<file path="src/shared/eirq_params.svh">
// eirq_params.svh: offsets, field positions, reset values and vector addresses
// assumes inclusion by bare name from package and design files
`ifndef EIRQ_PARAMS_SVH
`define EIRQ_PARAMS_SVH

`define EIRQ_ADDR_W          4
`define EIRQ_OFF_CTRL        4'h0
`define EIRQ_OFF_ENABLE      4'h1
`define EIRQ_OFF_FLAGS       4'h2
`define EIRQ_OFF_MASK_LOW    4'h3
`define EIRQ_OFF_MASK_HIGH   4'h4
`define EIRQ_OFF_STATUS      4'h5

`define EIRQ_SENSE_HI_BIT    7
`define EIRQ_SENSE_LO_BIT    6
`define EIRQ_EN_GLOBAL_BIT   7
`define EIRQ_EN_PCH_BIT      5
`define EIRQ_EN_PCL_BIT      4
`define EIRQ_EN_EXT_BIT      0
`define EIRQ_FLAG_PCH_BIT    5
`define EIRQ_FLAG_PCL_BIT    4
`define EIRQ_FLAG_EXT_BIT    0
`define EIRQ_REG_RESET       8'h00

`define EIRQ_SENSE_LOW       2'h0
`define EIRQ_SENSE_ANY       2'h1
`define EIRQ_SENSE_FALL      2'h2
`define EIRQ_SENSE_RISE      2'h3

`define EIRQ_VEC_RESET       5'h00
`define EIRQ_VEC_EXT         5'h01
`define EIRQ_VEC_PCL         5'h02
`define EIRQ_VEC_PCH         5'h03
`define EIRQ_VEC_WDT         5'h04
`define EIRQ_VEC_T16_CAPT    5'h05
`define EIRQ_VEC_LAST        5'h10
`define EIRQ_NUM_SRC         17

// start-up time in ns and derived cycles at 25 MHz, longest-time rounding down
`define EIRQ_STARTUP_NS      1000
`define EIRQ_CLK_NS          40
`define EIRQ_STARTUP_CYC     (`EIRQ_STARTUP_NS / `EIRQ_CLK_NS)

`endif

</file>
<file path="src/shared/eirq_pkg.sv">
// eirq_pkg.sv: types shared by the interrupt block
// assumes eirq_params.svh is on the include path
`include "eirq_params.svh"
package eirq_pkg;
    typedef logic [1:0] eirq_sense_t;
    typedef logic [4:0] eirq_vec_t;
    typedef enum logic [1:0] {
        EIRQ_RUN,
        EIRQ_SLEEP,
        EIRQ_STARTUP
    } eirq_pwr_t;
endpackage

</file>
<file path="src/shared/eirq_pin_if.sv">
// eirq_pin_if.sv: synchronised pin samples passed from the sampler to the top
// assumes one clock domain, i_sys_clk
`timescale 1ns/1ps
`default_nettype none
interface eirq_pin_if #(parameter int N = 13);
    logic [N-1:0] level;
    logic [N-1:0] changed;
    modport src (output level, output changed);
    modport dst (input level, input changed);
endinterface
`default_nettype wire

</file>
<file path="src/design/eirq_pin_sync.sv">
// eirq_pin_sync.sv: three-stage sampler per pin with change detection
// assumes asynchronous pins; a change counts when stages two and three disagree
`timescale 1ns/1ps
`default_nettype none
module eirq_pin_sync #(
    parameter int N = 13
) (
    // clock and reset
    input  wire logic i_sys_clk,
    input  wire logic i_resetn,
    input  wire logic i_ce,
    // pins
    input  wire logic [N-1:0] i_pins,
    eirq_pin_if.src           pins
);
    logic [N-1:0] s1_q, s2_q, s3_q;
    logic [N-1:0] s1_d, s2_d, s3_d;

    always_comb begin
        s1_d = s1_q;
        s2_d = s2_q;
        s3_d = s3_q;
        if (i_ce) begin
            s1_d = i_pins;
            s2_d = s1_q;
            s3_d = s2_q;
        end
    end

    // pins idle high through pull-ups, so reset to ones
    always_ff @(posedge i_sys_clk or negedge i_resetn) begin
        if (!i_resetn) begin
            s1_q <= '1;
            s2_q <= '1;
            s3_q <= '1;
        end else begin
            s1_q <= s1_d;
            s2_q <= s2_d;
            s3_q <= s3_d;
        end
    end

    genvar g;
    for (g = 0; g < N; g++) begin : g_bit
        assign pins.level[g]   = s3_q[g];
        assign pins.changed[g] = s2_q[g] ^ s3_q[g];
    end
endmodule
`default_nettype wire

</file>
<file path="src/design/eirq_ctrl.sv">
// eirq_ctrl.sv: external request pin and pin-change interrupt logic with vector map
// assumes a plain register port and a core that acknowledges the vector it takes
//
// Notes on behaviour
// - reset vector is address zero for every reset cause
// - external pin vectors to 0x0001, low pin-change group to 0x0002
// - high pin-change group vectors to 0x0003, watchdog to 0x0004
// - 16-bit timer capture, compare A, compare B, overflow at 0x0005..0x0008
// - 8-bit timer compare A, compare B, overflow at 0x0009..0x000b
// - comparator, ADC, two-wire, SPI, touch request at 0x000c..0x0010
// - pins raise interrupts even while configured as outputs
// - enabled toggle on lines 7..0 raises the low group request
// - enabled toggle on lines 11..8 raises the high group request
// - per-pin masks per group; masked lines never trigger
// - pin-change detection works while the core clock sleeps
// - external pin senses falling edge, rising edge or low level
// - low-level mode requests continuously while the pin stays low
// - edge sensing needs the running clock
// - low-level detection wakes from any sleep mode
// - low-level wake takes the interrupt only if still low after start-up
// - level gone before wake-up: resume after sleep, no vector
// - sense field: 00 low, 01 any change, 10 falling, 11 rising
// - flags set on event, clear on vector or write-one; ext flag clear in level
// - pins sampled before edge detection; pulses over one clock are caught
// - ext and pin-change requests taken only with their enable and the global enable set; other sources need only the global enable
//
// Design decisions made here: the register addresses and the strobed register port.
`timescale 1ns/1ps
`default_nettype none
`include "eirq_params.svh"
module eirq_ctrl #(
    parameter int STARTUP_CYC = `EIRQ_STARTUP_CYC
) (
    // clock, reset, enable
    input  wire logic        i_sys_clk,
    input  wire logic        i_resetn,
    input  wire logic        i_ce,
    // pins
    input  wire logic        i_ext_request_pin,
    input  wire logic [11:0] i_pin_change_line,
    // register port
    input  wire logic [3:0]  i_addr,
    input  wire logic [7:0]  i_wdata,
    input  wire logic        i_wr,
    input  wire logic        i_rd,
    output logic [7:0]       o_rdata,
    // other sources, vectors 0x0004..0x0010
    input  wire logic [12:0] i_periph_irq,
    // core side
    input  wire logic        i_sleep,
    input  wire logic        i_vec_ack,
    output logic             o_irq,
    output logic [4:0]       o_vector,
    output logic             o_wake,
    output logic [4:0]       o_reset_vector
);
    eirq_pin_if #(.N(13)) pins ();

    eirq_pin_sync #(.N(13)) u_sync (
        .i_sys_clk (i_sys_clk),
        .i_resetn  (i_resetn),
        .i_ce      (i_ce),
        .i_pins    ({i_ext_request_pin, i_pin_change_line}),
        .pins      (pins)
    );

    logic [7:0] ctrl_q, ctrl_d, en_q, en_d, mlo_q, mlo_d, mhi_q, mhi_d;
    logic       fext_q, fext_d, fpcl_q, fpcl_d, fpch_q, fpch_d;
    logic [7:0] rdata_q, rdata_d;
    logic [4:0] vec_q, vec_d;
    logic       irq_q, irq_d;
    eirq_pkg::eirq_pwr_t pwr_q, pwr_d;
    logic [15:0] cnt_q, cnt_d;

    eirq_pkg::eirq_sense_t sense;
    logic ext_lvl, ext_chg, ext_event, pcl_event, pch_event, level_mode;
    logic ext_pend, pcl_pend, pch_pend, glob;
    logic [16:0] pend;
    logic wr_ctrl, wr_en, wr_flags, wr_mlo, wr_mhi;
    logic ack_ext, ack_pcl, ack_pch, level_low_raw;

    assign sense = {ctrl_q[`EIRQ_SENSE_HI_BIT], ctrl_q[`EIRQ_SENSE_LO_BIT]};
    assign level_mode = (sense == `EIRQ_SENSE_LOW);
    assign ext_lvl = pins.level[12];
    assign ext_chg = pins.changed[12];

    // pin samples are taken at the pad regardless of direction
    // edges come from the sampled pin, so the clock must run
    // ext_lvl is the older sample: a fall still shows it high, a rise low
    always_comb begin
        case (sense)
            `EIRQ_SENSE_ANY:  ext_event = ext_chg;
            `EIRQ_SENSE_FALL: ext_event = ext_chg & ext_lvl;
            `EIRQ_SENSE_RISE: ext_event = ext_chg & ~ext_lvl;
            default:          ext_event = 1'b0;
        endcase
    end

    assign pcl_event = |(pins.changed[7:0] & mlo_q);
    assign pch_event = |(pins.changed[11:8] & mhi_q[3:0]);

    // low level requests directly, without a flag
    assign glob     = en_q[`EIRQ_EN_GLOBAL_BIT];
    assign ext_pend = en_q[`EIRQ_EN_EXT_BIT] & (level_mode ? ~ext_lvl : fext_q);
    assign pcl_pend = en_q[`EIRQ_EN_PCL_BIT] & fpcl_q;
    assign pch_pend = en_q[`EIRQ_EN_PCH_BIT] & fpch_q;
    assign pend = glob ? {i_periph_irq, pch_pend, pcl_pend, ext_pend, 1'b0}
                       : 17'h00000;

    assign wr_ctrl  = i_wr && i_addr == `EIRQ_OFF_CTRL;
    assign wr_en    = i_wr && i_addr == `EIRQ_OFF_ENABLE;
    assign wr_flags = i_wr && i_addr == `EIRQ_OFF_FLAGS;
    assign wr_mlo   = i_wr && i_addr == `EIRQ_OFF_MASK_LOW;
    assign wr_mhi   = i_wr && i_addr == `EIRQ_OFF_MASK_HIGH;
    assign ack_ext  = i_vec_ack && irq_q && vec_q == `EIRQ_VEC_EXT;
    assign ack_pcl  = i_vec_ack && irq_q && vec_q == `EIRQ_VEC_PCL;
    assign ack_pch  = i_vec_ack && irq_q && vec_q == `EIRQ_VEC_PCH;

    // asynchronous wake paths: raw pin levels, no clock needed
    assign level_low_raw = en_q[`EIRQ_EN_EXT_BIT] & level_mode & ~i_ext_request_pin;
    assign o_wake = (pwr_q == eirq_pkg::EIRQ_SLEEP) &
                    (level_low_raw |
                     |((i_pin_change_line ^ {pins.level[11:0]}) &
                       {mhi_q[3:0], mlo_q}));
    assign o_reset_vector = `EIRQ_VEC_RESET;

    always_comb begin
        ctrl_d = ctrl_q;
        en_d   = en_q;
        mlo_d  = mlo_q;
        mhi_d  = mhi_q;
        fext_d = fext_q;
        fpcl_d = fpcl_q;
        fpch_d = fpch_q;
        if (wr_ctrl) ctrl_d = {i_wdata[7:6], 6'h00};
        if (wr_en)   en_d   = i_wdata & 8'hb1;
        if (wr_mlo)  mlo_d  = i_wdata;
        if (wr_mhi)  mhi_d  = {4'h0, i_wdata[3:0]};
        // write-one or vector clears, a same-cycle event wins
        if ((wr_flags && i_wdata[`EIRQ_FLAG_EXT_BIT]) || ack_ext) fext_d = 1'b0;
        if ((wr_flags && i_wdata[`EIRQ_FLAG_PCL_BIT]) || ack_pcl) fpcl_d = 1'b0;
        if ((wr_flags && i_wdata[`EIRQ_FLAG_PCH_BIT]) || ack_pch) fpch_d = 1'b0;
        if (ext_event) fext_d = 1'b1;
        if (pcl_event) fpcl_d = 1'b1;
        if (pch_event) fpch_d = 1'b1;
        if (level_mode) fext_d = 1'b0;
    end

    // power tracking: level wake must survive start-up
    always_comb begin
        pwr_d = pwr_q;
        cnt_d = cnt_q;
        case (pwr_q)
            eirq_pkg::EIRQ_RUN: begin
                if (i_sleep) pwr_d = eirq_pkg::EIRQ_SLEEP;
            end
            eirq_pkg::EIRQ_SLEEP: begin
                if (!i_sleep || o_wake) begin
                    pwr_d = eirq_pkg::EIRQ_STARTUP;
                    cnt_d = 16'(STARTUP_CYC);
                end
            end
            eirq_pkg::EIRQ_STARTUP: begin
                if (cnt_q <= 16'h0001) pwr_d = eirq_pkg::EIRQ_RUN;
                else cnt_d = cnt_q - 16'h0001;
            end
            default: pwr_d = eirq_pkg::EIRQ_RUN;
        endcase
    end

    // priority: lowest vector first; masked while asleep or starting up
    always_comb begin
        irq_d = 1'b0;
        vec_d = vec_q;
        if (pwr_q == eirq_pkg::EIRQ_RUN && !(i_vec_ack && irq_q)) begin
            for (int k = `EIRQ_NUM_SRC - 1; k >= 1; k--) begin
                if (pend[k]) begin
                    irq_d = 1'b1;
                    vec_d = 5'(k);
                end
            end
        end
    end

    always_comb begin
        case (i_addr)
            `EIRQ_OFF_CTRL:      rdata_d = ctrl_q;
            `EIRQ_OFF_ENABLE:    rdata_d = en_q;
            `EIRQ_OFF_FLAGS:     rdata_d = {2'h0, fpch_q, fpcl_q, 3'h0, fext_q};
            `EIRQ_OFF_MASK_LOW:  rdata_d = mlo_q;
            `EIRQ_OFF_MASK_HIGH: rdata_d = mhi_q;
            `EIRQ_OFF_STATUS:    rdata_d = {3'h0, ext_lvl, 2'(pwr_q), 1'b0, irq_q};
            default:             rdata_d = 8'h00;
        endcase
        if (!i_rd) rdata_d = 8'h00;
    end

    always_ff @(posedge i_sys_clk or negedge i_resetn) begin
        if (!i_resetn) begin
            ctrl_q  <= `EIRQ_REG_RESET;
            en_q    <= `EIRQ_REG_RESET;
            mlo_q   <= `EIRQ_REG_RESET;
            mhi_q   <= `EIRQ_REG_RESET;
            fext_q  <= 1'b0;
            fpcl_q  <= 1'b0;
            fpch_q  <= 1'b0;
            rdata_q <= 8'h00;
            vec_q   <= `EIRQ_VEC_RESET;
            irq_q   <= 1'b0;
            pwr_q   <= eirq_pkg::EIRQ_RUN;
            cnt_q   <= 16'h0000;
        end else if (i_ce) begin
            ctrl_q  <= ctrl_d;
            en_q    <= en_d;
            mlo_q   <= mlo_d;
            mhi_q   <= mhi_d;
            fext_q  <= fext_d;
            fpcl_q  <= fpcl_d;
            fpch_q  <= fpch_d;
            rdata_q <= rdata_d;
            vec_q   <= vec_d;
            irq_q   <= irq_d;
            pwr_q   <= pwr_d;
            cnt_q   <= cnt_d;
        end
    end

    assign o_rdata  = rdata_q;
    assign o_irq    = irq_q;
    assign o_vector = vec_q;

    property p_pcl_set;
        @(posedge i_sys_clk) disable iff (!i_resetn)
        i_ce && pcl_event |=> fpcl_q;
    endproperty
    a_pcl_set: assert property (p_pcl_set) else $error("low group flag missed");

    property p_pch_set;
        @(posedge i_sys_clk) disable iff (!i_resetn)
        i_ce && pch_event |=> fpch_q;
    endproperty
    a_pch_set: assert property (p_pch_set) else $error("high group flag missed");

    property p_mask;
        @(posedge i_sys_clk) disable iff (!i_resetn)
        i_ce && !fpcl_q && !pcl_event && !(i_wr && i_addr == `EIRQ_OFF_FLAGS) |=> !fpcl_q;
    endproperty
    a_mask: assert property (p_mask) else $error("low group flag set without cause");

    property p_level_flag;
        @(posedge i_sys_clk) disable iff (!i_resetn)
        i_ce && level_mode |=> !fext_q;
    endproperty
    a_level_flag: assert property (p_level_flag) else $error("ext flag set in level");

    property p_level_req;
        @(posedge i_sys_clk) disable iff (!i_resetn)
        i_ce && glob && level_mode && en_q[0] && !ext_lvl && pwr_q == eirq_pkg::EIRQ_RUN
        && !i_vec_ack && !irq_q |=> irq_q && vec_q <= `EIRQ_VEC_EXT;
    endproperty
    a_level_req: assert property (p_level_req) else $error("level request lost");

    property p_gate;
        @(posedge i_sys_clk) disable iff (!i_resetn)
        !glob && i_ce |=> !irq_q;
    endproperty
    a_gate: assert property (p_gate) else $error("irq without global enable");

    property p_prio;
        @(posedge i_sys_clk) disable iff (!i_resetn)
        i_ce && pwr_q == eirq_pkg::EIRQ_RUN && pend[1] && !(i_vec_ack && irq_q)
        |=> vec_q == `EIRQ_VEC_EXT;
    endproperty
    a_prio: assert property (p_prio) else $error("priority order wrong");

    property p_startup;
        @(posedge i_sys_clk) disable iff (!i_resetn)
        pwr_q != eirq_pkg::EIRQ_RUN |=> !irq_q;
    endproperty
    a_startup: assert property (p_startup) else $error("irq during sleep or start-up");

    property p_rise;
        @(posedge i_sys_clk) disable iff (!i_resetn)
        i_ce && sense == `EIRQ_SENSE_RISE && ext_chg && !ext_lvl |=> fext_q;
    endproperty
    a_rise: assert property (p_rise) else $error("rising edge missed");
endmodule
`default_nettype wire

</file>
<file path="config.mk">
export PLATFORM = sky130hd
export DESIGN_NAME = eirq_ctrl
export DESIGN_NICKNAME = d
export VERILOG_FILES = /design/src/shared/eirq_pkg.sv /design/src/shared/eirq_pin_if.sv /design/src/design/eirq_pin_sync.sv /design/src/design/eirq_ctrl.sv
export VERILOG_INCLUDE_DIRS = /design/src /design/src/shared
export SDC_FILE = /design/constraint.sdc
export NUM_CORES = 1
export LEC_CHECK = 0
export BUFFER_PORTS_ARGS = -buffer_cell sky130_fd_sc_hd__buf_2
export CAP_MARGIN = 25
export CORE_MARGIN = 5
export CORE_UTILIZATION = 52
export CTS_CLUSTER_DIAMETER = 60
export CTS_CLUSTER_SIZE = 24
export DETAILED_ROUTE_END_ITERATION = 8
export PLACE_DENSITY = 0.73
export SYNTH_ARGS = -nofsm -noshare
export SYNTH_HDL_FRONTEND = slang
export SYNTH_HIERARCHICAL = 1
export SYNTH_SLANG_ARGS = --single-unit
</file>
<file path="constraint.sdc">
create_clock -name i_sys_clk -period 2.2 [get_ports i_sys_clk]
set_input_delay 0.33 -clock i_sys_clk [delete_from_list [all_inputs] [get_ports i_sys_clk]]
set_output_delay 0.33 -clock i_sys_clk [all_outputs]
set_load 0.005 [all_outputs]
</file>
==> summary.md, run 1 <==
| Metric | Value |
|---|---|
| P_leak | `0.00241 uW` |
| Final wirelength | `11000 um` |
| Root buffer cell | `clkbuf_8` |
| GP Congestion | `0.840` |
| Post-Route M1 WL | `4870 um` |
| Die area | `11200 um2` |
| Highest metal used | `met4` |
| Via-to-Cell Ratio | `5.99` |
| Clock Sinks | `92` |
| Avg WL per Cell | `18.1 um` |
| Ys flop type | `dfrtp_1` |
| Hold Fails Final Rpt | `0` |
| Sequential Area | `2350 um2` |
| Clock tree buffer depth | `2` |
| HPWL after detailed placement | `8020 um` |
| Post-synth top area cell | `dfrtp_1` |
| Simple-Gate Fraction of Synth Area | `11.6%` |
| Hold/Removal Path Class | `input pin to register` |
| Total number of vias | `3641` |
| # DRC | `0` |
| Fin nets | `539` |
| DR iter-0 viols | `192` |
| Share of layout cells above drive strength 1 | `41.4%` |
| # port buffers | `59` |
| Worst-case reg-to-reg path depth | `6` |
| Gate power share | `30.5%` |
| Yosys top cell area share | `27.6%` |
| Post-route minimum period | `2.15 ns` |
| CP Max Fanout | `3` |
| R2R Setup Slk | `0.09 ns` |
| Final period utilization | `97.7%` |
| Mapped Area | `4800 um2` |
| Status | `finished clean` |
| Fin Clk Skew | `0.0181 ns` |
| RSZ-0062 raised after global routing | `yes` |
| Post-synth ARST share | `100%` |
| Largest family of logic cells by synthesized area | `multiplexers` |
| Syn Inst Count | `421` |
| Fmax | `465 MHz` |
| PD cells | `991 nW/um2` |
| Fillers | `763` |
| Tot Pwr | `5460 uW` |
| Pint | `3570 uW` |
| Total CTS buffers | `9` |
| Warning count from the yosys run | `6` |
| Top post-synthesis cells by area | `dfrtp_1 (28%), dfstp_2 (21%), mux2_2 (13%)` |
| First-pass GRT wire length | `18200 um` |
| H-tree levels | `3` |
| # diodes | `0` |
| Global route overflow | `0` |
| Mux share of post-synthesis cell area | `16.6%` |
| Endpoints failing setup | `0` |
| Clk_lat worst skew | `0.36 ns` |
| Clock share of power | `21.6%` |
| Final core utilization | `60.5%` |
| Avg Cell Area, Syn | `11.4 um2` |
| DRT antenna net count | `0` |
| Synth Register Bits | `92` |
| Layout overhead on the synthesized area | `14.8%` |
| Synth Area in Compound Gates | `14.0%` |
| Clock transition at the registers of the reported paths | `0.08 ns` |
| WS Path Type | `register to output pin` |
| Vias in the first global route | `3591` |
| Multi-input gate area | `2350 um2` |
| Starting Density | `52.7%` |
| Gr usage total | `20.2%` |
| Worst EP required | `1.87 ns` |
| Synth Area in XOR/XNOR | `4.75%` |
| Startpoint Class | `register` |
| Die width | `106 um` |
| First drt pass iteration count | `5` |
| Peak supply drop | `0.373 mV` |
| Max transition margin | `57.7%` |
| Cells along the critical path | `xor2_1 > a22o_1 > nor3_2 > a21boi_1 > buf_2` |
| Reg-to-Reg End | `cnt_q[8]` |
| Hold WS | `0.231 ns` |
| Slowest-stage cell, CP | `dfstp_2` |
| Clock tree from TritonCTS | `built` |
| Routed length on met3 | `549 um` |
| Routed wl met2 | `5380 um` |
| Maximum number of pins on one net before global-route repair | `41` |
| Worst EP arrival | `1.82 ns` |
| Hold Path Stages | `2` |
| Total Neg Setup Slack | `0 ns` |
| Core Area | `9110 um2` |
| Seq/Total Area, Yosys | `49.0%` |
| Share of power burned in registers | `47.9%` |
| Sw Ratio | `34.6%` |
| HP Start | `i_ext_request_pin` |
| Fin. max-slew vios | `0` |
| Worst R2R Start | `cnt_q[12]` |
| CP endpoint kind | `output pin` |
| Worst slew pin tran | `0.629 ns` |
| NetSw | `1890 uW` |
| Netlist cell types | `59` |
| Hold Path Sink | `u_sync/s1_q[12]` |
| Die Y-Extent | `106 um` |
| Synth Area in Adders | `0.522%` |
| Ports | `65` |
| Max cap viols | `0` |
| Antenna violations before repair | `0` |
| Max incr delay on CP | `0.57 ns` |
| FP Rows | `35` |
| Post-synth EDFFs | `0` |
flip-flops by register name, indices dropped and copies added (netlist names):
signal,cells
fpch_q,1
o_irq,1
ctrl_q,2
fext_q,1
mlo_q,8
en_q,4
u_sync/pins.level,13
u_sync/s1_q,13
pwr_q,2
o_rdata,8
cnt_q,16
o_vector,5
mhi_q,4
fpcl_q,1
u_sync/s2_q,13
layer usage:
| layer | global-route usage, % | up-vias |
|---|---|---|
| li1 | - | 1705 |
| met1 | 28.2 | 1799 |
| met2 | 32.3 | 117 |
| met3 | 2.91 | 20 |
| met4 | 7.31 | 0 |
| met5 | 0 | - |
metrics by stage:
| step | cells | setup WS, ns | cell area, um2 |
|---|---|---|---|
| 6_report | 608 | 0.0508 | 5510 |
| 5_1_grt | 608 | -0.0212 | 5510 |
| 3_5_place_dp | 588 | 0.0571 | 5230 |
| 3_3_place_gp | 587 | 0.0160 | 5220 |
| 2_1_floorplan | 425 | 0.125 | 4810 |
| 4_1_cts | 606 | 0.00715 | 5450 |
power groups by stage:
stage               sequential, uW  combinational, uW  clock [uW]
global placement              2590               1490           0
floorplan                     2490               1130           0
global route                  2690               1850        1260
CTS                           2600               1580        1200
detailed placement            2630               1550           0
finish                        2620               1660        1180
final cells by class:
type	count	share of cell area, %
well taps	111	2.52
clock inverters	3	0.818
multi-input cells	305	42.6
flip-flops and latches	92	42.7
clock buffers	13	2.89
inverters	10	0.682
repair buffers	74	7.73
worst max-delay path by stage:
stage                end  cells after the start  slack, ns                 start
6_report          o_wake                      5       0.05  u_sync/pins.level[3]
5_1_grt           o_wake                      5      -0.02  u_sync/pins.level[3]
4_1_cts           o_wake                      5      0.007  u_sync/pins.level[9]
3_5_place_dp    cnt_q[7]                      8       0.06              cnt_q[0]
3_3_place_gp    cnt_q[7]                      5       0.02  u_sync/pins.level[9]
2_1_floorplan  cnt_q[13]                      9       0.13              cnt_q[0]
cell usage after synthesis (4+ instances only):
master	count
a22o_1	5
or3_1	15
o21ai_0	20
nand2_1	22
a31oi_1	5
nor2b_1	5
a22oi_1	10
nor3_1	4
xor2_1	25
mux2i_1	4
buf_4	7
dfrtp_1	53
and3_1	5
nand3_1	12
o2bb2ai_1	8
nand4_1	4
nor2_1	20
mux2_2	54
dfstp_2	39
inv_1	10
clkbuf_1	7
mux2_4	10
a21oi_1	24
critical path: cells and delay by family (launching register included):
family,cells,cell delay [ns]
compound gates,2,0.48
xor+xnor,1,0.17
buf+inv,1,0.16
flops,1,0.57
simple gates,1,0.08
placed cells by master (no fill, tap or decap), types with 3 or more instances in the layout:
| master | count |
|---|---|
| a21oi_1 | 23 |
| nand3_1 | 12 |
| and3_1 | 4 |
| mux2_4 | 10 |
| inv_1 | 10 |
| mux2_2 | 54 |
| nand2_1 | 22 |
| a211oi_1 | 3 |
| nor2b_1 | 5 |
| or3_1 | 15 |
| o2bb2ai_1 | 8 |
| nand2b_1 | 3 |
| a31oi_1 | 5 |
| clkbuf_8 | 11 |
| a22o_1 | 4 |
| buf_2 | 58 |
| xor2_1 | 25 |
| nand4_1 | 4 |
| nor2_1 | 20 |
| a22oi_1 | 10 |
| conb_1 | 5 |
| mux2i_1 | 4 |
| dfrtp_1 | 52 |
| o41ai_1 | 3 |
| o21ai_0 | 20 |
| dfstp_2 | 39 |
| buf_4 | 14 |
cells by family (layout without fill, tap and decap cells):
| kind of cell | count (synthesis) | count (layout) |
|---|---|---|
| XOR/XNOR | 26 | 26 |
| other | 1 | 5 |
| buffers and inverters | 29 | 100 |
| AND/OR/NAND/NOR | 105 | 105 |
| multiplexers | 68 | 68 |
| adder cells (fa/ha/maj) | 2 | 2 |
| AO/OA/AOI/OAI | 98 | 99 |
| flip-flops | 92 | 92 |
timing repair:
action                     4_1_cts  5_1_grt
hold endpoints to repair        33        0
setup endpoints to repair        1       12
hold buffers                     1        0
cloned                           0        1
setup buffers                    1        1
pin swaps                        1        3
gates resized for setup          2       10
Note: power is estimated with default switching activity, not from simulation.
==> run 2: changes to the inputs <==
CORE_ASPECT_RATIO = 0.9   (was unset)
==> run 2 against run 1 <==
  * Count of clock-buffer cells in the layout did not move
  * Critical path depth did not move
  * Hold slack got worse by 0.0090 ns
  * First-iteration DRC count fell by 15%
  * Via count fell by 1.6%
  * Wire length fell by 1.8%
  * Design area rose by 0.98%
  * Power rose by 0.59%
  * Die area barely moved
  * Critical path type unchanged
  * Critical endpoint unchanged
==> summary.md, run 2 (same netlist as run 1, synthesis figures left out) <==
| Metric | Value |
|---|---|
| Max cap viols | `0 (unchanged)` |
| Highest metal used | `met4` |
| Worst path buffer plus inverter count | `1 (unchanged)` |
| Die Y-Extent | `101 um (-4.6%)` |
| RSZ-0062 raised after global routing | `yes` |
| Startpoint Class | `register` |
| CP delay by family, top | `flip-flops` |
| Avg WL per Cell | `17.5 um (-3.7%)` |
| Reg-to-Reg End | `cnt_q[9]` |
| Ports | `65 (unchanged)` |
| Vias in the first global route | `3451 (-3.9%)` |
| R2R Setup Slk | `0.03 ns (-0.06 ns)` |
| Gr usage total | `19.1% (-1.1 points)` |
| PD cells | `987 nW/um2 (-0.39%)` |
| Max incr delay on CP | `0.54 ns (-0.03 ns)` |
| Cells along the critical path | `xor2_1 > a222oi_1 > and3_4 > a21boi_1 > buf_2` |
| DRT antenna net count | `0 (unchanged)` |
| Hold Path Sink | `u_sync/s1_q[12]` |
| Largest register by flop count | `cnt_q` |
| Hold/Removal Path Class | `input pin to register` |
| Multi-input gate area | `2360 um2 (+0.32%)` |
| Endpoints failing setup | `0 (unchanged)` |
| CP Max Fanout | `6 (+3)` |
| P_leak | `0.00243 uW (+0.97%)` |
| Total Neg Setup Slack | `0 ns (unchanged)` |
| Clk_lat worst skew | `0.36 ns (about the same)` |
| Post-route minimum period | `2.18 ns (+0.0320 ns)` |
| Status | `finished clean` |
| Hold Path Stages | `2 (unchanged)` |
| DR iter-0 viols | `164 (-15%)` |
| Global route overflow | `0 (unchanged)` |
| Commonest non-fill, non-tap cells in the layout | `buf_2 (58), mux2_2 (54), dfrtp_1 (52), dfstp_2 (39), xor2_1 (25)` |
| H-tree levels | `3 (unchanged)` |
| First drt pass iteration count | `5 (unchanged)` |
| Via-to-Cell Ratio | `5.78 (-3.5%)` |
| Worst EP arrival | `1.85 ns (+0.03 ns)` |
| Post-Route M1 WL | `5090 um (+4.6%)` |
| Die width | `111 um (+4.9%)` |
| Fin. max-slew vios | `0 (unchanged)` |
| Worst slew pin tran | `0.714 ns (+0.0842 ns)` |
| # diodes | `0 (unchanged)` |
| Fin nets | `540 (+0.19%)` |
| Slowest-stage cell, CP | `dfstp_2` |
| Antenna violations before repair | `0 (unchanged)` |
| Sequential Area | `2350 um2 (unchanged)` |
| Most common cell after layout, fill and taps aside | `buf_2` |
| Layout overhead on the synthesized area | `15.9%` |
| # port buffers | `59 (unchanged)` |
| Worst R2R Start | `u_sync/pins.level[6]` |
| # DRC | `0 (unchanged)` |
| Final period utilization | `99.1% (+1.5 points)` |
| Number of flip-flops in the largest register | `16 (unchanged)` |
| Routed wl met2 | `5020 um (-6.7%)` |
| Fin Clk Skew | `0.0126 ns (-0.00552 ns)` |
| Final wirelength | `10800 um (-1.8%)` |
| FP Rows | `33 (-5.7%)` |
| Max transition margin | `52.3% (-5.4 points)` |
| Share of layout cells above drive strength 1 | `41.8% (+0.32 points)` |
| WS Path Type | `register to output pin` |
| Fmax | `458 MHz (-1.5%)` |
| Worst-case reg-to-reg path depth | `7 (+1)` |
| GP Congestion | `0.829 (-1.3%)` |
| Peak supply drop | `0.405 mV (+8.7%)` |
| Clock tree from TritonCTS | `built` |
| Die area | `11200 um2 (about the same)` |
| HPWL after detailed placement | `7860 um (-2.0%)` |
| Clock tree buffer depth | `2 (unchanged)` |
| Root buffer cell | `clkbuf_8` |
| Clock transition at the registers of the reported paths | `0.08 ns (about the same)` |
| Total number of vias | `3584 (-1.6%)` |
| Core Area | `9040 um2 (-0.73%)` |
| Hold Fails Final Rpt | `0 (unchanged)` |
| Fillers | `741 (-2.9%)` |
| Worst path depth | `5 (unchanged)` |
| CP endpoint kind | `output pin` |
| Starting Density | `53.1% (+0.39 points)` |
| Worst EP required | `1.87 ns (about the same)` |
| First-pass GRT wire length | `17300 um (-4.7%)` |
| Maximum number of pins on one net before global-route repair | `40 (-2.4%)` |
| HP Start | `i_ext_request_pin` |
| Tot Pwr | `5490 uW (+0.59%)` |
| Clock Sinks | `92 (unchanged)` |
| Total CTS buffers | `9 (unchanged)` |
| Routed length on met3 | `566 um (+3.1%)` |
==> run 2: power by group <==
group	switching [uW]	internal [uW]
Combinational	862	838
Sequential	450	2170
Clock	594	579
Total	1910	3580
==> run 2: worst max-delay path by stage <==
stage	start	to	slack (ns)
floorplan	cnt_q[0]	cnt_q[13]	0.13
global placement	u_sync/pins.level[0]	cnt_q[14]	0.02
detailed placement	u_sync/pins.level[0]	cnt_q[11]	-0.11
CTS	cnt_q[4]	cnt_q[9]	0.01
global route	u_sync/pins.level[6]	cnt_q[9]	-0.06
finish	u_sync/pins.level[9]	o_wake	0.02
==> run 2: through the flow <==
stage	hold WS [ns]	utilization (%)	area, um2	std cells	setup WS (ns)
4_1_cts	0.211	60.6	5480	614	0.0101
3_5_place_dp	0.372	57.9	5240	597	-0.113
5_1_grt	0.225	61.5	5560	620	-0.0611
3_3_place_gp	0.360	57.9	5240	597	0.0249
2_1_floorplan	0.0344	-	4810	425	0.125
6_report	0.222	61.5	5560	620	0.0188
==> run 2: final cells by class <==
| cell class | count | area share (%) |
|---|---|---|
| clock buffer | 13 | 3.42 |
| timing repair buffer | 75 | 8.01 |
| clock inverter | 3 | 0.473 |
| sequential | 92 | 42.3 |
| tap | 122 | 2.75 |
| multi-input combinational | 305 | 42.4 |
| inverter | 10 | 0.675 |
==> run 2: repair_timing <==
item | CTS | global route
hold endpoints to repair | 34 | 0
endpoints found under the setup margin | 14 | 15
pin swaps | 0 | 2
cloned | 0 | 1
buffers inserted | 0 | 5
resized for setup | 6 | 6
hold buffers | 1 | 0
==> run 2: layer usage <==
layer  global-route usage [%]  vias to the layer above
met5                        0                        -
met4                     5.80                        0
met3                     4.20                       15
met2                     30.4                      112
met1                     26.6                     1758
li1                         -                     1699
==> run 3: changes to the inputs <==
SETUP_SLACK_MARGIN = 0.02   (was unset)
==> run 3 against run 2 <==
  * Combinational power rose by 8%
  * Wire length rose by 3.0%
  * Clock skew barely moved
  * Largest cell class unchanged
==> summary.md, run 3 (same netlist as run 1, synthesis figures left out) <==
| Metric | Value |
|---|---|
| Status | `finished clean` |
| Sw Ratio | `35.1% (+0.42 points)` |
| Fin. max-slew vios | `0 (unchanged)` |
| Total Neg Setup Slack | `0 ns (unchanged)` |
| Hold WS | `0.224 ns (+0.00127 ns)` |
| Largest register by flop count | `cnt_q` |
| First-pass GRT wire length | `17300 um (about the same)` |
| Total CTS buffers | `9 (unchanged)` |
| GRT met2 Usage | `30.4% (unchanged)` |
| Core Area | `9040 um2 (unchanged)` |
| Share of layout cells above drive strength 1 | `43.1% (+1.3 points)` |
| Ports | `65 (unchanged)` |
| Startpoint Class | `register` |
| Final wirelength | `11200 um (+3.0%)` |
| Post-placement cell count | `597 (unchanged)` |
| Hold Path Sink | `u_sync/s1_q[12]` |
| Fin nets | `543 (+0.56%)` |
| Most Crowded Layer GR | `met2` |
| GP Congestion | `0.829 (unchanged)` |
| Starting Density | `53.1% (unchanged)` |
| H-tree levels | `3 (unchanged)` |
| Layout overhead on the synthesized area | `17.6%` |
| Clk_lat worst skew | `0.36 ns (about the same)` |
| Post-route minimum period | `2.17 ns (-0.00811 ns)` |
| Clock transition at the registers of the reported paths | `0.10 ns (+0.02 ns)` |
| Die area | `11200 um2 (unchanged)` |
| Via-to-Cell Ratio | `5.81 (+0.52%)` |
| Gr usage total | `19.1% (about the same)` |
| P_leak | `0.00245 uW (+0.99%)` |
| Worst-case reg-to-reg path depth | `7 (unchanged)` |
| Worst R2R Start | `cnt_q[11]` |
| Peak supply drop | `0.403 mV (-0.66%)` |
| Clock tree from TritonCTS | `built` |
| HPWL after detailed placement | `7860 um (unchanged)` |
| Hold Fails Final Rpt | `0 (unchanged)` |
| M1 GR Usage | `26.6% (+0.039 points)` |
| R2R Setup Slk | `0.03 ns (about the same)` |
| First drt pass iteration count | `4 (-1)` |
| # diodes | `0 (unchanged)` |
| Global route overflow | `0 (unchanged)` |
| WS Path Type | `register to register` |
| Most common cell after layout, fill and taps aside | `buf_2` |
| CP endpoint kind | `register` |
| GR Util met3 | `4.20% (unchanged)` |
| PD cells | `1000 nW/um2 (+1.4%)` |
| NetSw | `1980 uW (+4.1%)` |
| Maximum number of pins on one net before global-route repair | `40 (unchanged)` |
| Clock Sinks | `92 (unchanged)` |
| Total number of vias | `3620 (+1.0%)` |
| Fin Clk Skew | `0.0128 ns (+0.000156 ns)` |
| Final period utilization | `98.8% (-0.37 points)` |
| Max transition margin | `49.3% (-3.0 points)` |
| Antenna violations before repair | `0 (unchanged)` |
| Root buffer cell | `clkbuf_8` |
| Reg-to-Reg End | `cnt_q[9]` |
| Share of power burned in registers | `46.7% (-1.0 points)` |
| # DRC | `0 (unchanged)` |
| Endpoints failing setup | `0 (unchanged)` |
| Tot Pwr | `5650 uW (+2.8%)` |
| Clock share of power | `20.7% (-0.7 points)` |
| HP Start | `i_ext_request_pin` |
| Gate power share | `32.6% (+1.6 points)` |
| Hold/Removal Path Class | `input pin to register` |
| DR iter-0 viols | `181 (+10%)` |
| FP Rows | `33 (unchanged)` |
| Clock tree buffer depth | `2 (unchanged)` |
| Avg WL per Cell | `17.9 um (+2.5%)` |
| Die Y-Extent | `101 um (unchanged)` |
| # port buffers | `59 (unchanged)` |
| Worst EP arrival | `2.46 ns (+0.61 ns)` |
| Post-Layout Cell Count | `623 (+0.48%)` |
| Worst slew pin tran | `0.759 ns (+0.0449 ns)` |
| Pint | `3660 uW (+2.2%)` |
| CP Max Fanout | `13 (+7)` |
| Commonest non-fill, non-tap cells in the layout | `buf_2 (58), mux2_2 (54), dfrtp_1 (52), dfstp_2 (39), xor2_1 (25)` |
| Die width | `111 um (unchanged)` |
| Final core utilization | `62.4% (+0.89 points)` |
| RSZ-0062 raised after global routing | `yes` |
| DRT antenna net count | `0 (unchanged)` |
| Vias in the first global route | `3453 (+0.058%)` |
| Fmax | `460 MHz (+0.37%)` |
| Worst EP required | `2.48 ns (+0.61 ns)` |
| Number of flip-flops in the largest register | `16 (unchanged)` |
| Hold Path Stages | `2 (unchanged)` |
| Max cap viols | `0 (unchanged)` |
-- run 3: cell types whose count changed in the layout (fill, tap and decap cells not counted), moves of 2 or more --
cell     before  now
o21ai_0      20    9
o21ai_1       0   11
a21oi_1      24   22
a21oi_2       1    3
-- run 3: how the worst max path moves through the flow --
stage	to	start	slack [ns]
3_3_place_gp	cnt_q[14]	u_sync/pins.level[0]	0.02
3_5_place_dp	cnt_q[11]	u_sync/pins.level[0]	-0.11
4_1_cts	o_wake	u_sync/pins.level[9]	0.02
2_1_floorplan	cnt_q[13]	cnt_q[0]	0.13
5_1_grt	cnt_q[9]	cnt_q[11]	-0.06
6_report	cnt_q[9]	cnt_q[11]	0.03
-- run 3: timing repair --
action,in CTS,in global routing
gates cloned,0,2
setup endpoints to repair,14,15
buffers inserted,0,7
endpoints found under the hold margin,34,0
pin swaps,0,7
hold buffers,1,0
resized for setup,7,24
-- run 3: area by class of cell --
type	instances	area [um2]
Inverter	10	37.5
Multi-Input combinational cell	306	2410
Fill cell	725	3400
Timing Repair Buffer	77	473
Sequential cell	92	2350
Tap cell	122	153
Clock buffer	13	190
Clock inverter	3	26.3
-- run 3: critical path, stage by stage (launching register included) --
cell	delay, ns
dfrtp_1	0.42
or3_1	0.41
nor3_2	0.22
a311o_1	0.37
buf_4	0.18
a22o_4	0.21
o21ai_1	0.10
a21oi_1	0.16
-- run 3: metal layers --
metal,up-vias,wire (um),share of wire [%]
li1,1707,-,-
met1,1771,5070,45
met2,126,5190,47
met3,16,728,6.5
met4,0,161,1.4
met5,-,0,0
-- run 3: power groups by stage --
stage,combinational (uW),clock [uW],sequential (uW)
2_1_floorplan,1130,0,2490
3_3_place_gp,1510,0,2580
3_5_place_dp,1560,0,2610
4_1_cts,1590,1200,2590
5_1_grt,2020,1270,2690
6_report,1840,1170,2640
-- run 3: through the flow --
step | setup slack [ns] | cell area (um2)
3_5_place_dp | -0.113 | 5240
3_3_place_gp | 0.0249 | 5240
2_1_floorplan | 0.125 | 4810
5_1_grt | -0.0625 | 5640
4_1_cts | 0.0205 | 5490
6_report | 0.0269 | 5640
